==> config.mk <==
export PLATFORM = sky130hd
export DESIGN_NAME = adc_sar_powerfail_ctrl
export DESIGN_NICKNAME = d
export VERILOG_FILES = /design/src/hw/adc_sar_pkg.sv /design/src/hw/adc_sar_powerfail_ctrl.sv /design/src/hw/adc_slot_timer.sv
export SDC_FILE = /design/constraint.sdc
export NUM_CORES = 1
export LEC_CHECK = 0
export BUFFER_PORTS_ARGS = -buffer_cell sky130_fd_sc_hd__buf_4
export CORE_UTILIZATION = 41
export CTS_CLUSTER_SIZE = 8
export DETAILED_ROUTE_END_ITERATION = 16
export PLACE_DENSITY_LB_ADDON = 0.1
export SYNTH_ARGS = -nofsm -noshare
export SYNTH_HDL_FRONTEND = slang
export SYNTH_SLANG_ARGS = --single-unit
==> constraint.sdc <==
create_clock -name sys_clk -period 2.8 [get_ports sys_clk]
set_input_delay 0.42 -clock sys_clk [delete_from_list [all_inputs] [get_ports sys_clk]]
set_output_delay 0.42 -clock sys_clk [all_outputs]
set_load 0.02 [all_outputs]
==> src/hw/adc_sar_pkg.sv <==
// constants, types and timing for the successive-approximation converter
package adc_sar_pkg;
    // register byte addresses
    localparam logic [15:0] ADDR_MODE    = 16'hFF98;
    localparam logic [15:0] ADDR_CHAN    = 16'hFF99;
    localparam logic [15:0] ADDR_PFM     = 16'hFF9A;
    localparam logic [15:0] ADDR_THR     = 16'hFF9B;
    localparam logic [15:0] ADDR_RESULT  = 16'hFF9C;
    // field positions
    localparam int MODE_ENABLE_BIT = 7;
    localparam int MODE_TIME_LSB   = 3;
    localparam int PFM_ENABLE_BIT  = 7;
    localparam int PFM_POL_BIT     = 6;
    localparam int CHAN_W          = 3;
    localparam int RES_BITS        = 8;
    // reset values
    localparam logic [7:0] RESET_VAL = 8'h00;
    // conversion clock counts per time code
    localparam int CONV_CLKS_144 = 144;
    localparam int CONV_CLKS_120 = 120;
    localparam int CONV_CLKS_96  = 96;
    localparam int CONV_CLKS_72  = 72;
    localparam int CONV_CLKS_60  = 60;
    localparam int CONV_CLKS_48  = 48;
    // a conversion is split into equal slots: sampling, then one per bit
    localparam int SAMPLE_SLOTS   = 4;
    localparam int SLOTS_PER_CONV = SAMPLE_SLOTS + RES_BITS;
    localparam int SLOT_W         = 4;

    // slot length in clocks for a time code; prohibited codes run slowest
    function automatic logic [SLOT_W-1:0] slot_len(input logic [2:0] code);
        case (code)
            3'h1:    slot_len = SLOT_W'(CONV_CLKS_120 / SLOTS_PER_CONV);
            3'h2:    slot_len = SLOT_W'(CONV_CLKS_96 / SLOTS_PER_CONV);
            3'h4:    slot_len = SLOT_W'(CONV_CLKS_72 / SLOTS_PER_CONV);
            3'h5:    slot_len = SLOT_W'(CONV_CLKS_60 / SLOTS_PER_CONV);
            3'h6:    slot_len = SLOT_W'(CONV_CLKS_48 / SLOTS_PER_CONV);
            default: slot_len = SLOT_W'(CONV_CLKS_144 / SLOTS_PER_CONV);
        endcase
    endfunction : slot_len

    typedef enum logic [1:0] {
        ST_IDLE    = 2'b00,
        ST_SAMPLE  = 2'b01,
        ST_CONVERT = 2'b10
    } conv_state_t;

    // register access request
    typedef struct packed {
        logic        wr;
        logic        rd;
        logic [15:0] addr;
        logic [7:0]  wdata;
    } sfr_req_t;

    // drive to the analog front end
    typedef struct packed {
        logic              hold;
        logic [CHAN_W-1:0] channel;
        logic [7:0]        tap_code;
    } analog_ctrl_t;
endpackage : adc_sar_pkg

==> src/hw/adc_sar_powerfail_ctrl.sv <==
// converter control: registers, sar sequencer and power-fail compare
`timescale 1ns/1ns
module adc_sar_powerfail_ctrl
    import adc_sar_pkg::*;
(
    // clock and reset
    input  wire logic         sys_clk,
    input  wire logic         rst_b,
    // register access
    input  wire sfr_req_t     sfr_req,
    output logic [7:0]        sfr_rdata,
    // analog front end
    output analog_ctrl_t      analog_ctrl,
    input  wire logic         comp_in,
    // conversion end interrupt
    output logic              conversion_end_irq
);
    // register state
    logic              conversion_enable;
    logic [2:0]        conv_time_sel;
    logic [CHAN_W-1:0] channel_sel;
    logic              compare_enable;
    logic              compare_polarity;
    logic [7:0]        compare_threshold;
    logic [7:0]        conversion_result;
    // sequencer state
    conv_state_t       state;
    logic [7:0]        approximation_register;
    logic [2:0]        bit_idx;
    logic [1:0]        sample_cnt;
    logic              first_pending;
    logic              comp_meta;
    logic              comp_sync;
    // decode
    logic              wr_mode;
    logic              wr_chan;
    logic              wr_pfm;
    logic              wr_thr;
    logic              restart;
    logic              tick;
    logic              conv_done;
    logic              cond_met;
    logic [7:0]        next_sar;

    // write strobes per register
    assign wr_mode = sfr_req.wr && sfr_req.addr == ADDR_MODE;
    assign wr_chan = sfr_req.wr && sfr_req.addr == ADDR_CHAN;
    assign wr_pfm  = sfr_req.wr && sfr_req.addr == ADDR_PFM;
    assign wr_thr  = sfr_req.wr && sfr_req.addr == ADDR_THR;
    // a mode or channel write throws away the conversion in flight
    assign restart = wr_mode || wr_chan;

    // mode register; spare bits are not stored and read back as zero
    always_ff @(posedge sys_clk or negedge rst_b) begin
        if (!rst_b) begin
            conversion_enable <= 1'b0;
            conv_time_sel     <= 3'h0;
        end else if (wr_mode) begin
            conversion_enable <= sfr_req.wdata[MODE_ENABLE_BIT];
            conv_time_sel     <= sfr_req.wdata[MODE_TIME_LSB +: 3];
        end
    end

    // channel register
    always_ff @(posedge sys_clk or negedge rst_b) begin
        if (!rst_b) begin
            channel_sel <= '0;
        end else if (wr_chan) begin
            channel_sel <= sfr_req.wdata[CHAN_W-1:0];
        end
    end

    // compare mode and threshold registers
    always_ff @(posedge sys_clk or negedge rst_b) begin
        if (!rst_b) begin
            compare_enable    <= 1'b0;
            compare_polarity  <= 1'b0;
            compare_threshold <= RESET_VAL;
        end else begin
            if (wr_pfm) begin
                compare_enable   <= sfr_req.wdata[PFM_ENABLE_BIT];
                compare_polarity <= sfr_req.wdata[PFM_POL_BIT];
            end
            if (wr_thr) begin
                compare_threshold <= sfr_req.wdata;
            end
        end
    end

    // read data, registered one cycle after the read strobe
    always_ff @(posedge sys_clk or negedge rst_b) begin
        if (!rst_b) begin
            sfr_rdata <= RESET_VAL;
        end else if (sfr_req.rd) begin
            case (sfr_req.addr)
                ADDR_MODE:   sfr_rdata <= {conversion_enable, 1'b0,
                                           conv_time_sel, 3'h0};
                ADDR_CHAN:   sfr_rdata <= {5'h00, channel_sel};
                ADDR_PFM:    sfr_rdata <= {compare_enable, compare_polarity,
                                           6'h00};
                ADDR_THR:    sfr_rdata <= compare_threshold;
                ADDR_RESULT: sfr_rdata <= conversion_result;
                default:     sfr_rdata <= RESET_VAL;
            endcase
        end
    end

    // comparator crosses from the analog side: two flops before use
    always_ff @(posedge sys_clk or negedge rst_b) begin
        if (!rst_b) begin
            comp_meta <= 1'b0;
            comp_sync <= 1'b0;
        end else begin
            comp_meta <= comp_in;
            comp_sync <= comp_meta;
        end
    end

    // slot pacing; idle holds the timer so each conversion starts aligned
    adc_slot_timer #(
        .W       (SLOT_W)
    ) u_slot_timer (
        .sys_clk (sys_clk),
        .rst_b   (rst_b),
        .restart (restart || state == ST_IDLE),
        .load    (slot_len(conv_time_sel)),
        .tick    (tick)
    );

    // trial bit stays set only if the input is at or above the tap
    always_comb begin
        next_sar = approximation_register;
        if (!comp_sync) begin
            next_sar[bit_idx] = 1'b0;
        end
    end

    // lsb decided: the conversion ends unless a write aborts it
    assign conv_done = state == ST_CONVERT && tick && bit_idx == 3'h0
                       && !restart;

    // sequencer: sample, then one slot per bit from msb down
    always_ff @(posedge sys_clk or negedge rst_b) begin
        if (!rst_b) begin
            state                  <= ST_IDLE;
            approximation_register <= 8'h00;
            bit_idx                <= 3'h7;
            sample_cnt             <= 2'h0;
        end else if (restart || !conversion_enable) begin
            state <= ST_IDLE;
        end else begin
            case (state)
                ST_IDLE: begin
                    state      <= ST_SAMPLE;
                    sample_cnt <= 2'h0;
                end
                ST_SAMPLE: begin
                    if (tick) begin
                        sample_cnt <= sample_cnt + 2'h1;
                        if (sample_cnt == 2'(SAMPLE_SLOTS - 1)) begin
                            state                  <= ST_CONVERT;
                            bit_idx                <= 3'h7;
                            approximation_register <= 8'h80;
                        end
                    end
                end
                ST_CONVERT: begin
                    if (tick) begin
                        if (bit_idx == 3'h0) begin
                            approximation_register <= next_sar;
                            state      <= ST_SAMPLE;
                            sample_cnt <= 2'h0;
                        end else begin
                            approximation_register <= next_sar
                                | (8'h01 << (bit_idx - 3'h1));
                            bit_idx <= bit_idx - 3'h1;
                        end
                    end
                end
                default: state <= ST_IDLE;
            endcase
        end
    end

    // result load at the end of each conversion
    always_ff @(posedge sys_clk or negedge rst_b) begin
        if (!rst_b) begin
            conversion_result <= RESET_VAL;
        end else if (conv_done) begin
            conversion_result <= next_sar;
        end
    end

    // first result after enabling is unreliable, so compare mode skips it
    always_ff @(posedge sys_clk or negedge rst_b) begin
        if (!rst_b) begin
            first_pending <= 1'b1;
        end else if (wr_mode && sfr_req.wdata[MODE_ENABLE_BIT]
                     && !conversion_enable) begin
            first_pending <= 1'b1;
        end else if (conv_done) begin
            first_pending <= 1'b0;
        end
    end

    // compare the fresh result, not the stale register
    assign cond_met = compare_polarity ? (next_sar < compare_threshold)
                                       : (next_sar >= compare_threshold);

    // one-cycle interrupt pulse on the same edge as the result load
    always_ff @(posedge sys_clk or negedge rst_b) begin
        if (!rst_b) begin
            conversion_end_irq <= 1'b0;
        end else if (!compare_enable) begin
            conversion_end_irq <= conv_done;
        end else begin
            conversion_end_irq <= conv_done && !first_pending
                                  && cond_met;
        end
    end

    // analog front end: hold while resolving bits
    assign analog_ctrl.hold     = state == ST_CONVERT;
    assign analog_ctrl.channel  = channel_sel;
    assign analog_ctrl.tap_code = approximation_register;
endmodule : adc_sar_powerfail_ctrl

==> src/hw/adc_slot_timer.sv <==
// slot timer: one-cycle enable pulse every load clocks
`timescale 1ns/1ns
module adc_slot_timer #(
    parameter int W = 4
) (
    // clock and reset
    input  wire logic         sys_clk,
    input  wire logic         rst_b,
    // control
    input  wire logic         restart,
    input  wire logic [W-1:0] load,
    // slot end pulse
    output logic              tick
);
    logic [W-1:0] cnt;

    // down counter; restart realigns so a new slot is a full length
    always_ff @(posedge sys_clk or negedge rst_b) begin
        if (!rst_b) begin
            cnt <= '0;
        end else if (restart || cnt == '0) begin
            cnt <= load - W'(1);
        end else begin
            cnt <= cnt - W'(1);
        end
    end

    assign tick = !restart && cnt == '0;
endmodule : adc_slot_timer

# Word level (Yosys, flattened, before mapping)
# Cells that the tools add are included.
[totals]
regBits = 56
out_inout_bits = 21
elab_cells = 113
[classes]
shifts = 1
n_mux = 30
addsub = 4
n_bitwise = 4
reduce_logical = 31
n_lt_le_gt_ge = 4
n_eq_ne = 22
[op_table]
columns = ["cell", "n"]
rows = [
  ["equality test 16 bit, second input constant", 5],
  ["two-way mux 8 bit", 5],
  ["case mux 8 bit (5 select lines)", 1],
  ["case mux 4 bit (5 select lines)", 1],
  ["two-way mux 2 bit", 8],
  ["case mux 8 bit (2 select lines)", 1],
  ["logical AND 1 bit", 13],
  ["two-way mux 3 bit", 4],
  ["case mux 2 bit (3 select lines)", 2],
  ["AND reduction 5 bit", 2],
  ["equality test 3 bit, second input constant", 3],
  ["bitwise AND 8 bit", 1],
  ["greater-or-equal comparator 8 bit", 1],
  ["less-than comparator 8 bit", 1],
  ["inverter 8 bit", 1],
  ["OR 8 bit", 1],
  ["left shift 1 x 3 -> 8 bit, first input constant", 1],
  ["subtractor 4 x 1 -> 4 bit, second input constant", 2],
  ["!= test 2 bit, second input constant", 3],
  ["!= test 3 x 1 -> 1 bit, second input constant", 2],
  ["!= test 3 bit, second input constant", 2],
  ["case mux 3 bit (2 select lines)", 1],
  ["AND reduction 6 bit", 1],
  ["two-way mux 1 bit", 5],
  ["other kinds (20)", 29],
]

# Logic depth before layout (Yosys ltp)
# Gate-level depths: netlist of the first run.
[depth]
word_depth = 12
depth_mapped = 11

# By module
# A second synthesis of the first run with hierarchy kept.
[hier_totals]
hier_cells = 309
hier_area_um2 = 3208.1
[modules_own_cells]
columns = ["mod", "cells_each", "area_per_inst_um2", "instances", "seq_area_each_um2"]
rows = [
  ["adc_sar_powerfail_ctrl", 285, 2961.6, 1, 1306.3],
  ["adc_slot_timer", 24, 246.5, 1, 100.1],
]

# Worst setup path after synthesis of the first run
# OpenSTA, ideal clock, no wires.
[synth_timing]
path_kind = "input -> register"
from = "input sfr_req[13] in the netlist's numbering"
to = "register u_slot_timer.cnt[2]"
path_stages = 8
n_path_buf = 0
setup_time_ns = 0.123
path_slack_ns = 0.593
arrival_ns = 2.085
path_cell_list = "nand2b_1 nor4_4 and2_1 nor3_2 nor4b_1 a21oi_1 ha_1 xnor2_1"
[synth_between]
elab_chain_len = 6
[synth_rtl]
columns = ["item", "line_no", "source"]
rows = [
  ["start, declared", "adc_sar_powerfail_ctrl.sv:10", "input wire sfr_req_t sfr_req,"],
  ["equality test 16 bit, on equally long branches", "adc_sar_powerfail_ctrl.sv:46, adc_sar_powerfail_ctrl.sv:47", ""],
  ["logical AND 1 bit, on equally long branches", "adc_sar_powerfail_ctrl.sv:46, adc_sar_powerfail_ctrl.sv:47", ""],
  ["logical OR 1 bit *", "adc_sar_powerfail_ctrl.sv:51", "assign restart = wr_mode || wr_chan;"],
  ["logical OR 1 bit *", "adc_sar_powerfail_ctrl.sv:125", ".restart (restart || state == ST_IDLE),"],
  ["logical OR 1 bit *", "adc_slot_timer.sv:21", "end else if (restart || cnt == '0) begin"],
  ["two-way mux 4 bit *", "adc_slot_timer.sv:21", ""],
  ["end signal, assigned", "adc_slot_timer.sv:22", "cnt <= load - W'(1);"],
  ["end signal, assigned", "adc_slot_timer.sv:24", "cnt <= cnt - W'(1);"],
  ["end, declared", "adc_slot_timer.sv:15", "logic [W-1:0] cnt;"],
]
# Every way passes the cells marked *; elsewhere a longest branch is shown, timed or not.
# A chain may end at the register's enable or synchronous reset.

# Worst setup path after layout of the first run
[layout_timing]
from = "register bit_idx[0]"
to = "register conversion_end_irq"
[layout_between]
elab_chain_len = 11
[layout_rtl]
columns = ["item", "line_no", "source"]
rows = [
  ["start, declared", "adc_sar_powerfail_ctrl.sv:29", "logic [2:0] bit_idx;"],
  ["start signal, assigned", "adc_sar_powerfail_ctrl.sv:176", "bit_idx <= bit_idx - 3'h1;"],
  ["less-than comparator 3 x 4 -> 1 bit (implied by the code) / greater-or-equal comparator 3 x 1 -> 1 bit (equally long branches)", "adc_sar_powerfail_ctrl.sv:134", "next_sar[bit_idx] = 1'b0;"],
  ["logical AND 1 bit (implied by the code)", "adc_sar_powerfail_ctrl.sv:134", ""],
  ["two-way mux 1 bit (implied by the code)", "adc_sar_powerfail_ctrl.sv:134", ""],
  ["demux 1 bit (select 3 bit) *", "adc_sar_powerfail_ctrl.sv:134", ""],
  ["inverter 8 bit (no line) *", "--", ""],
  ["bitwise AND 8 bit (no line) *", "--", ""],
  ["two-way mux 8 bit *", "adc_sar_powerfail_ctrl.sv:133", "if (!comp_sync) begin"],
  ["named net next_sar[1]", "adc_sar_powerfail_ctrl.sv:43", "logic [7:0] next_sar;"],
  ["greater-or-equal comparator 8 bit / less-than comparator 8 bit (equally long branches)", "adc_sar_powerfail_ctrl.sv:208, adc_sar_powerfail_ctrl.sv:207", ""],
  ["two-way mux 1 bit *", "adc_sar_powerfail_ctrl.sv:207", "assign cond_met = compare_polarity ? (next_sar < compare_threshold)"],
  ["logical AND 1 bit *", "adc_sar_powerfail_ctrl.sv:218", "&& cond_met;"],
  ["two-way mux 1 bit *", "adc_sar_powerfail_ctrl.sv:214", "end else if (!compare_enable) begin"],
  ["end signal, assigned", "adc_sar_powerfail_ctrl.sv:215", "conversion_end_irq <= conv_done;"],
  ["end signal, assigned", "adc_sar_powerfail_ctrl.sv:217", "conversion_end_irq <= conv_done && !first_pending"],
  ["end, declared", "adc_sar_powerfail_ctrl.sv:16", "output logic conversion_end_irq"],
]
# The timed path passes the listed nets; every way through them passes the cells marked *.

==> metrics.cfg, run 1 <==
[status]
status = completed

[placed_design]
dp_hpwl_um = 5468
gp_congestion = 0.8623
placed_cell_area_sq_um = 3650
dp.cells = 449
port_buffers = 49

[sta]
fin_crit_sh_pct = 84.20
max_freq_ghz = 0.4242
slew_viol_final = 0
worst_pin_slew_ns = 0.7269
setup_tns_ns = 0
rsz0062_at_grt = false
hold_viol = 0
setup_violations = 0
finalClockSkew_ns = 0.01183
hold_ws_ns = 0.1401
relSlewSlack_pct = 51.54
period_needed_ns = 2.358

[yosys]
syn_avg_cell_area_sq_um = 10.34
ys_types = 56
synth_cells = 308
synth_ff_type = dfrtp_1
syn_area_sq_um = 3184
ys_top_cells_by_area = dfrtp_1 (41%), mux2_2 (8.8%), ha_1 (7.9%)
yosysMostFrequentCell = dfrtp_1
yosys_warnings = 0
synth_commonest_cells = dfrtp_1 (52), nand2_1 (29), mux2_2 (25)
ys_ff_latch = 56
synth_top_area_share_pct = 40.86
yosys.area.top_type = dfrtp_1
synth-edff-count = 0
async_flop_share_pct = 100.0
syn_nets = 357
ys_seq_area_share_pct = 44.17

[detailed_routing]
drt-total-wl_um = 7218
num_vias = 2424
drtIter0Drc = 118
wire_per_inst_um = 15.79
drc_errors = 0
firstDrtPassIters = 5
postRouteAntennaNets = 0
drt-vias-per-instance = 5.304

[critical_path]
critPathCaptureType = register
critPathLaunch = bit_idx[0]
rr_startpoint = bit_idx[0]
path_class = register to register
critical_path.startpoint_type = register
cp.required_ns = 3.04
critPathMaxFanout = 8
arrival_ns = 2.60
rrSetupSlack_ns = 0.44

[cts]
cts_hold_buf = 0
postCtsSetupRepairBufs = 0
cts_tree = yes
cts_inserted_buffers = 5
htree_levels = 2
cts_resized = 0
path_clk_slew_ns = 0.11
clk_latency_ns = 0.32
clock_path_buffers = 2
cts_sinks = 56
cts_root_buf = clkbuf_8

[die]
die_height_um = 90.13
die_w_um = 90.13
fp.dieArea_sq_um = 8123
rows = 31
core_sq_um = 7370
initial_core_util_pct = 43.21
num_io_pins = 50

[power]
peakVddDrop_mv = 0.2296
p_per_area_nw_per_um2 = 375.8
p_total_w = 0.001408
leakage_nw = 1.772

[finish]
fin_area_sq_um = 3746
area_growth_pct = 17.64
final_cells = 457
nNetsFinal = 406
seqCellArea_sq_um = 1406
diodes = 0
final_layout_size_suffix_gt1_share_pct = 28.77
fillers = 715
multiInputGateArea_sq_um = 1635

[grt]
overflow = 0
antenna_found_initial = 0
grt_pass1_vias = 2451
grt_pass1_wl_um = 12470
grtUsageTotal_pct = 19.01
grt_start_max_net_pins = 57

[run]
drv_cap = 0

[hold_path]
hold_path.class = input port to asynchronous set/reset pin

[kinds of logic (layout without fill, tap and decap cells)]
group | count (synthesis) | after routing | share of synthesized area [%]
muxes | 29 | 29 | 10.10
DFF | 56 | 56 | 44.17
buffers and inverters | 34 | 84 | 4.479
and+or+nand+nor | 87 | 87 | 15.25
AOI/OAI and AO/OA | 79 | 79 | 17.33
adders and majority gates | 20 | 20 | 7.859
xor gates and xnor gates | 3 | 3 | 0.8253
[critical path, stage by stage (launching register included)]
cell and delay (ns):
dfstp_2 0.63, nand2_1 0.10, o31ai_1 0.32, inv_1 0.13, ha_1 0.30, nor2b_1 0.13, o211ai_1 0.15, a21oi_1 0.08
nor3b_1 0.20, o21bai_1 0.10, a21oi_1 0.15
[power breakdown]
part	switching [W]	internal [W]	leakage, nW
logic	0.0000542	0.0000443	0.990
registers	0.00000545	0.000818	0.736
clock network	0.000301	0.000185	0.0463
[sequential cells by signal, summed over array words and instances (netlist names), 3 cells and up]
| signal | flops |
|---|---|
| compare_threshold | 8 |
| u_slot_timer.cnt | 4 |
| approximation_register | 8 |
| channel_sel | 3 |
| bit_idx | 3 |
| conv_time_sel | 3 |
| conversion_result | 8 |
| sfr_rdata | 8 |
[worst paths after layout]
check | cells after the start | endpoint
min in group sys_clk | 1 | comp_meta
max reg2reg | 10 | conversion_end_irq
max | 10 | conversion_end_irq
min | 1 | u_slot_timer.cnt[0]
max in group asynchronous | 1 | approximation_register[3]
min reg2reg | 0 | comp_sync
[layout by cell type (no fill, tap or decap), types with 5 or more instances in the layout]
cell type | synthesis | final
buf_4 | 0 | 53
dfrtp_1 | 52 | 52
nand2_1 | 29 | 29
mux2_2 | 25 | 25
a21oi_1 | 24 | 24
inv_1 | 23 | 23
ha_1 | 20 | 20
nor2_1 | 18 | 18
o21ai_0 | 15 | 15
o31ai_1 | 6 | 6
a22o_1 | 6 | 6
nand2b_1 | 5 | 5
a22oi_1 | 5 | 5
clkbuf_8 | 0 | 5
[final cells by class]
cell class / instances / share of cell area, %
Sequential cell: 56 / 37.54
Clock buffer: 5 / 1.837
Multi-Input combinational cell: 218 / 43.65
Inverter: 23 / 2.305
Tap cell: 99 / 3.307
Clock inverter: 3 / 0.7348
Timing Repair Buffer: 53 / 10.62
[through the flow]
step	util, %	setup slack (ns)
final	50.83	0.4424
after global routing	50.83	0.2396
after global placement	49.52	0.4906
after CTS	50.83	0.4437
after floorplan	-	0.5926
after detailed placement	49.52	0.4744
[per-layer routing]
metal | vias up | wire length [um] | track usage [%] | share of wire (%)
met1 | 1145 | 3611 | 27.18 | 50
met2 | 63 | 3252 | 30.47 | 45
li1 | 1210 | - | - | -
met3 | 6 | 307 | 3.553 | 4.3
met4 | 0 | 47 | 3.091 | 0.65
met5 | - | 0 | 0 | 0
No activity file was read; power rests on OpenSTA's default activity.
==> inputs of run 2 (changes only) <==
- clock period: 2.8 -> 2.3 ns (I/O delays scaled with it)
==> metrics.cfg, run 2 (synthesis results as in run 1) <==
[status]
status = completed

[cts]
clk_latency_ns = 0.31
cts_root_buf = clkbuf_8
cts_sinks = 56
clock_path_buffers = 2
cts_tree = yes
path_clk_slew_ns = 0.11
cts_hold_buf = 0
cts_inserted_buffers = 5
htree_levels = 2

[power]
leakage_nw = 1.812
peakVddDrop_mv = 0.2240
p_total_w = 0.001685
p_per_area_nw_per_um2 = 437.2

[sta]
slew_viol_final = 0
hold_viol = 0
relSlewSlack_pct = 52.97
fin_crit_sh_pct = 93.33
setup_violations = 0
max_freq_ghz = 0.4658
finalClockSkew_ns = 0.004628
fin_ws_ns = 0.1533
worst_pin_slew_ns = 0.7054
period_needed_ns = 2.147

[finish]
final_layout_size_suffix_gt1_share_pct = 32.97
diodes = 0
final_cell_mix = buf_4 (62), dfrtp_1 (52), nand2_1 (28)
area_growth_pct = 21.02
nNetsFinal = 415
fillers = 707
multiInputGateArea_sq_um = 1682
final_cells = 466
layout_commonest_cell = buf_4
seqCellArea_sq_um = 1406
fin_area_sq_um = 3854

[die]
num_io_pins = 50
core_sq_um = 7370
rows = 31
die_w_um = 90.13
fp.dieArea_sq_um = 8123
initial_core_util_pct = 43.21
die_height_um = 90.13

[placed_design]
dp.cells = 455
post-place-ws_ns = 0.07494
placed_cell_area_sq_um = 3695
gp_congestion = 0.8233
port_buffers = 49
dp_hpwl_um = 5411

[critical_path]
cp.required_ns = 2.51
slowest_delay_ns = 0.60
critPathBufInv = 1
crit_slowest_cell = dfstp_2
arrival_ns = 2.36
critPathMaxFanout = 7
path_class = register to register
critPathCaptureType = register
critical_path.startpoint_type = register
cpMostUsedCell = a21oi_1
cp_top_family = compound AO/OA/AOI/OAI gates
crit_chain = nand2b_1 -> o31ai_2 -> inv_1 -> ha_1 -> nand4_1 -> a21oi_1 -> nor3b_2 -> o21bai_1 -> a21oi_1

[detailed_routing]
drt-total-wl_um = 7198
postRouteAntennaNets = 0
drtIter0Drc = 80
wire_per_inst_um = 15.45
num_vias = 2476
drt-vias-per-instance = 5.313
drc_errors = 0
firstDrtPassIters = 4

[grt]
grt_pass1_wl_um = 12260
antenna_found_initial = 0
grt_pass1_vias = 2437
grtUsageTotal_pct = 18.88
grt_start_max_net_pins = 57
overflow = 0

[run]
drv_cap = 0

[hold_path]
hold_path.class = input port to asynchronous set/reset pin

==> run 2: changes by cell type in the layout (fill, tap and decap cells not counted), moves of 2 or more <==
cell	change
o21ai_0	-4
buf_4	+9
o21ai_1	+2
o31ai_1	-3
o21ai_2	+2
o31ai_2	+2
==> run 2: cell type report <==
type / instances / share of cell area, %
Clock buffer: 5 / 1.786
Clock inverter: 3 / 0.5519
Inverter: 23 / 2.240
Multi-Input combinational cell: 218 / 43.64
Sequential cell: 56 / 36.49
Tap cell: 99 / 3.214
Timing Repair Buffer: 62 / 12.08
==> run 2: worst paths after layout <==
path	startpoint	to	slack, ns	cells after the start
max reg2reg	bit_idx[2]	conversion_end_irq	0.15	9
min reg2reg	comp_meta	comp_sync	0.36	0
max in group asynchronous	rst_b	conversion_result[1]	1.76	1
max	bit_idx[2]	conversion_end_irq	0.15	9
min	rst_b	compare_threshold[3]	0.06	1
min in group sys_clk	comp_in	comp_meta	0.13	1
==> run 2: what timing repair did <==
| action | 4_1_cts | 5_1_grt |
|---|---|---|
| buffers inserted | 0 | 3 |
| gates resized for setup | 0 | 14 |
| endpoints found under the setup margin | 0 | 1 |
==> run 2: per-stage QoR <==
stage               hold WS, ns  TNS [ns]  utilization (%)
floorplan               0.04941         0                -
global placement         0.3321         0            50.14
detailed placement       0.3362         0            50.14
CTS                     0.09967         0            51.36
global route             0.1073  -0.06071            52.29
finish                  0.05819         0            52.29
==> run 2: metal layers <==
metal / part of all wire [%] / up-vias / routed length, um / GRT usage, %
met2: 45 / 59 / 3231 / 29.45
met4: 0.69 / 0 / 50 / 4.435
met3: 4.7 / 4 / 340 / 3.638
met1: 50 / 1187 / 3575 / 27.04
met5: 0 / - / 0 / 0
li1: - / 1226 / - / -
==> run 2: power by group <==
part	switching, W	total, W	internal, W	leakage (nW)
Combinational	0.0000653	0.000119	0.0000539	1.03
Clock	0.000345	0.000563	0.000217	0.0445
Sequential	0.00000738	0.00100	0.000996	0.736
Total	0.000418	0.00168	0.00127	1.81
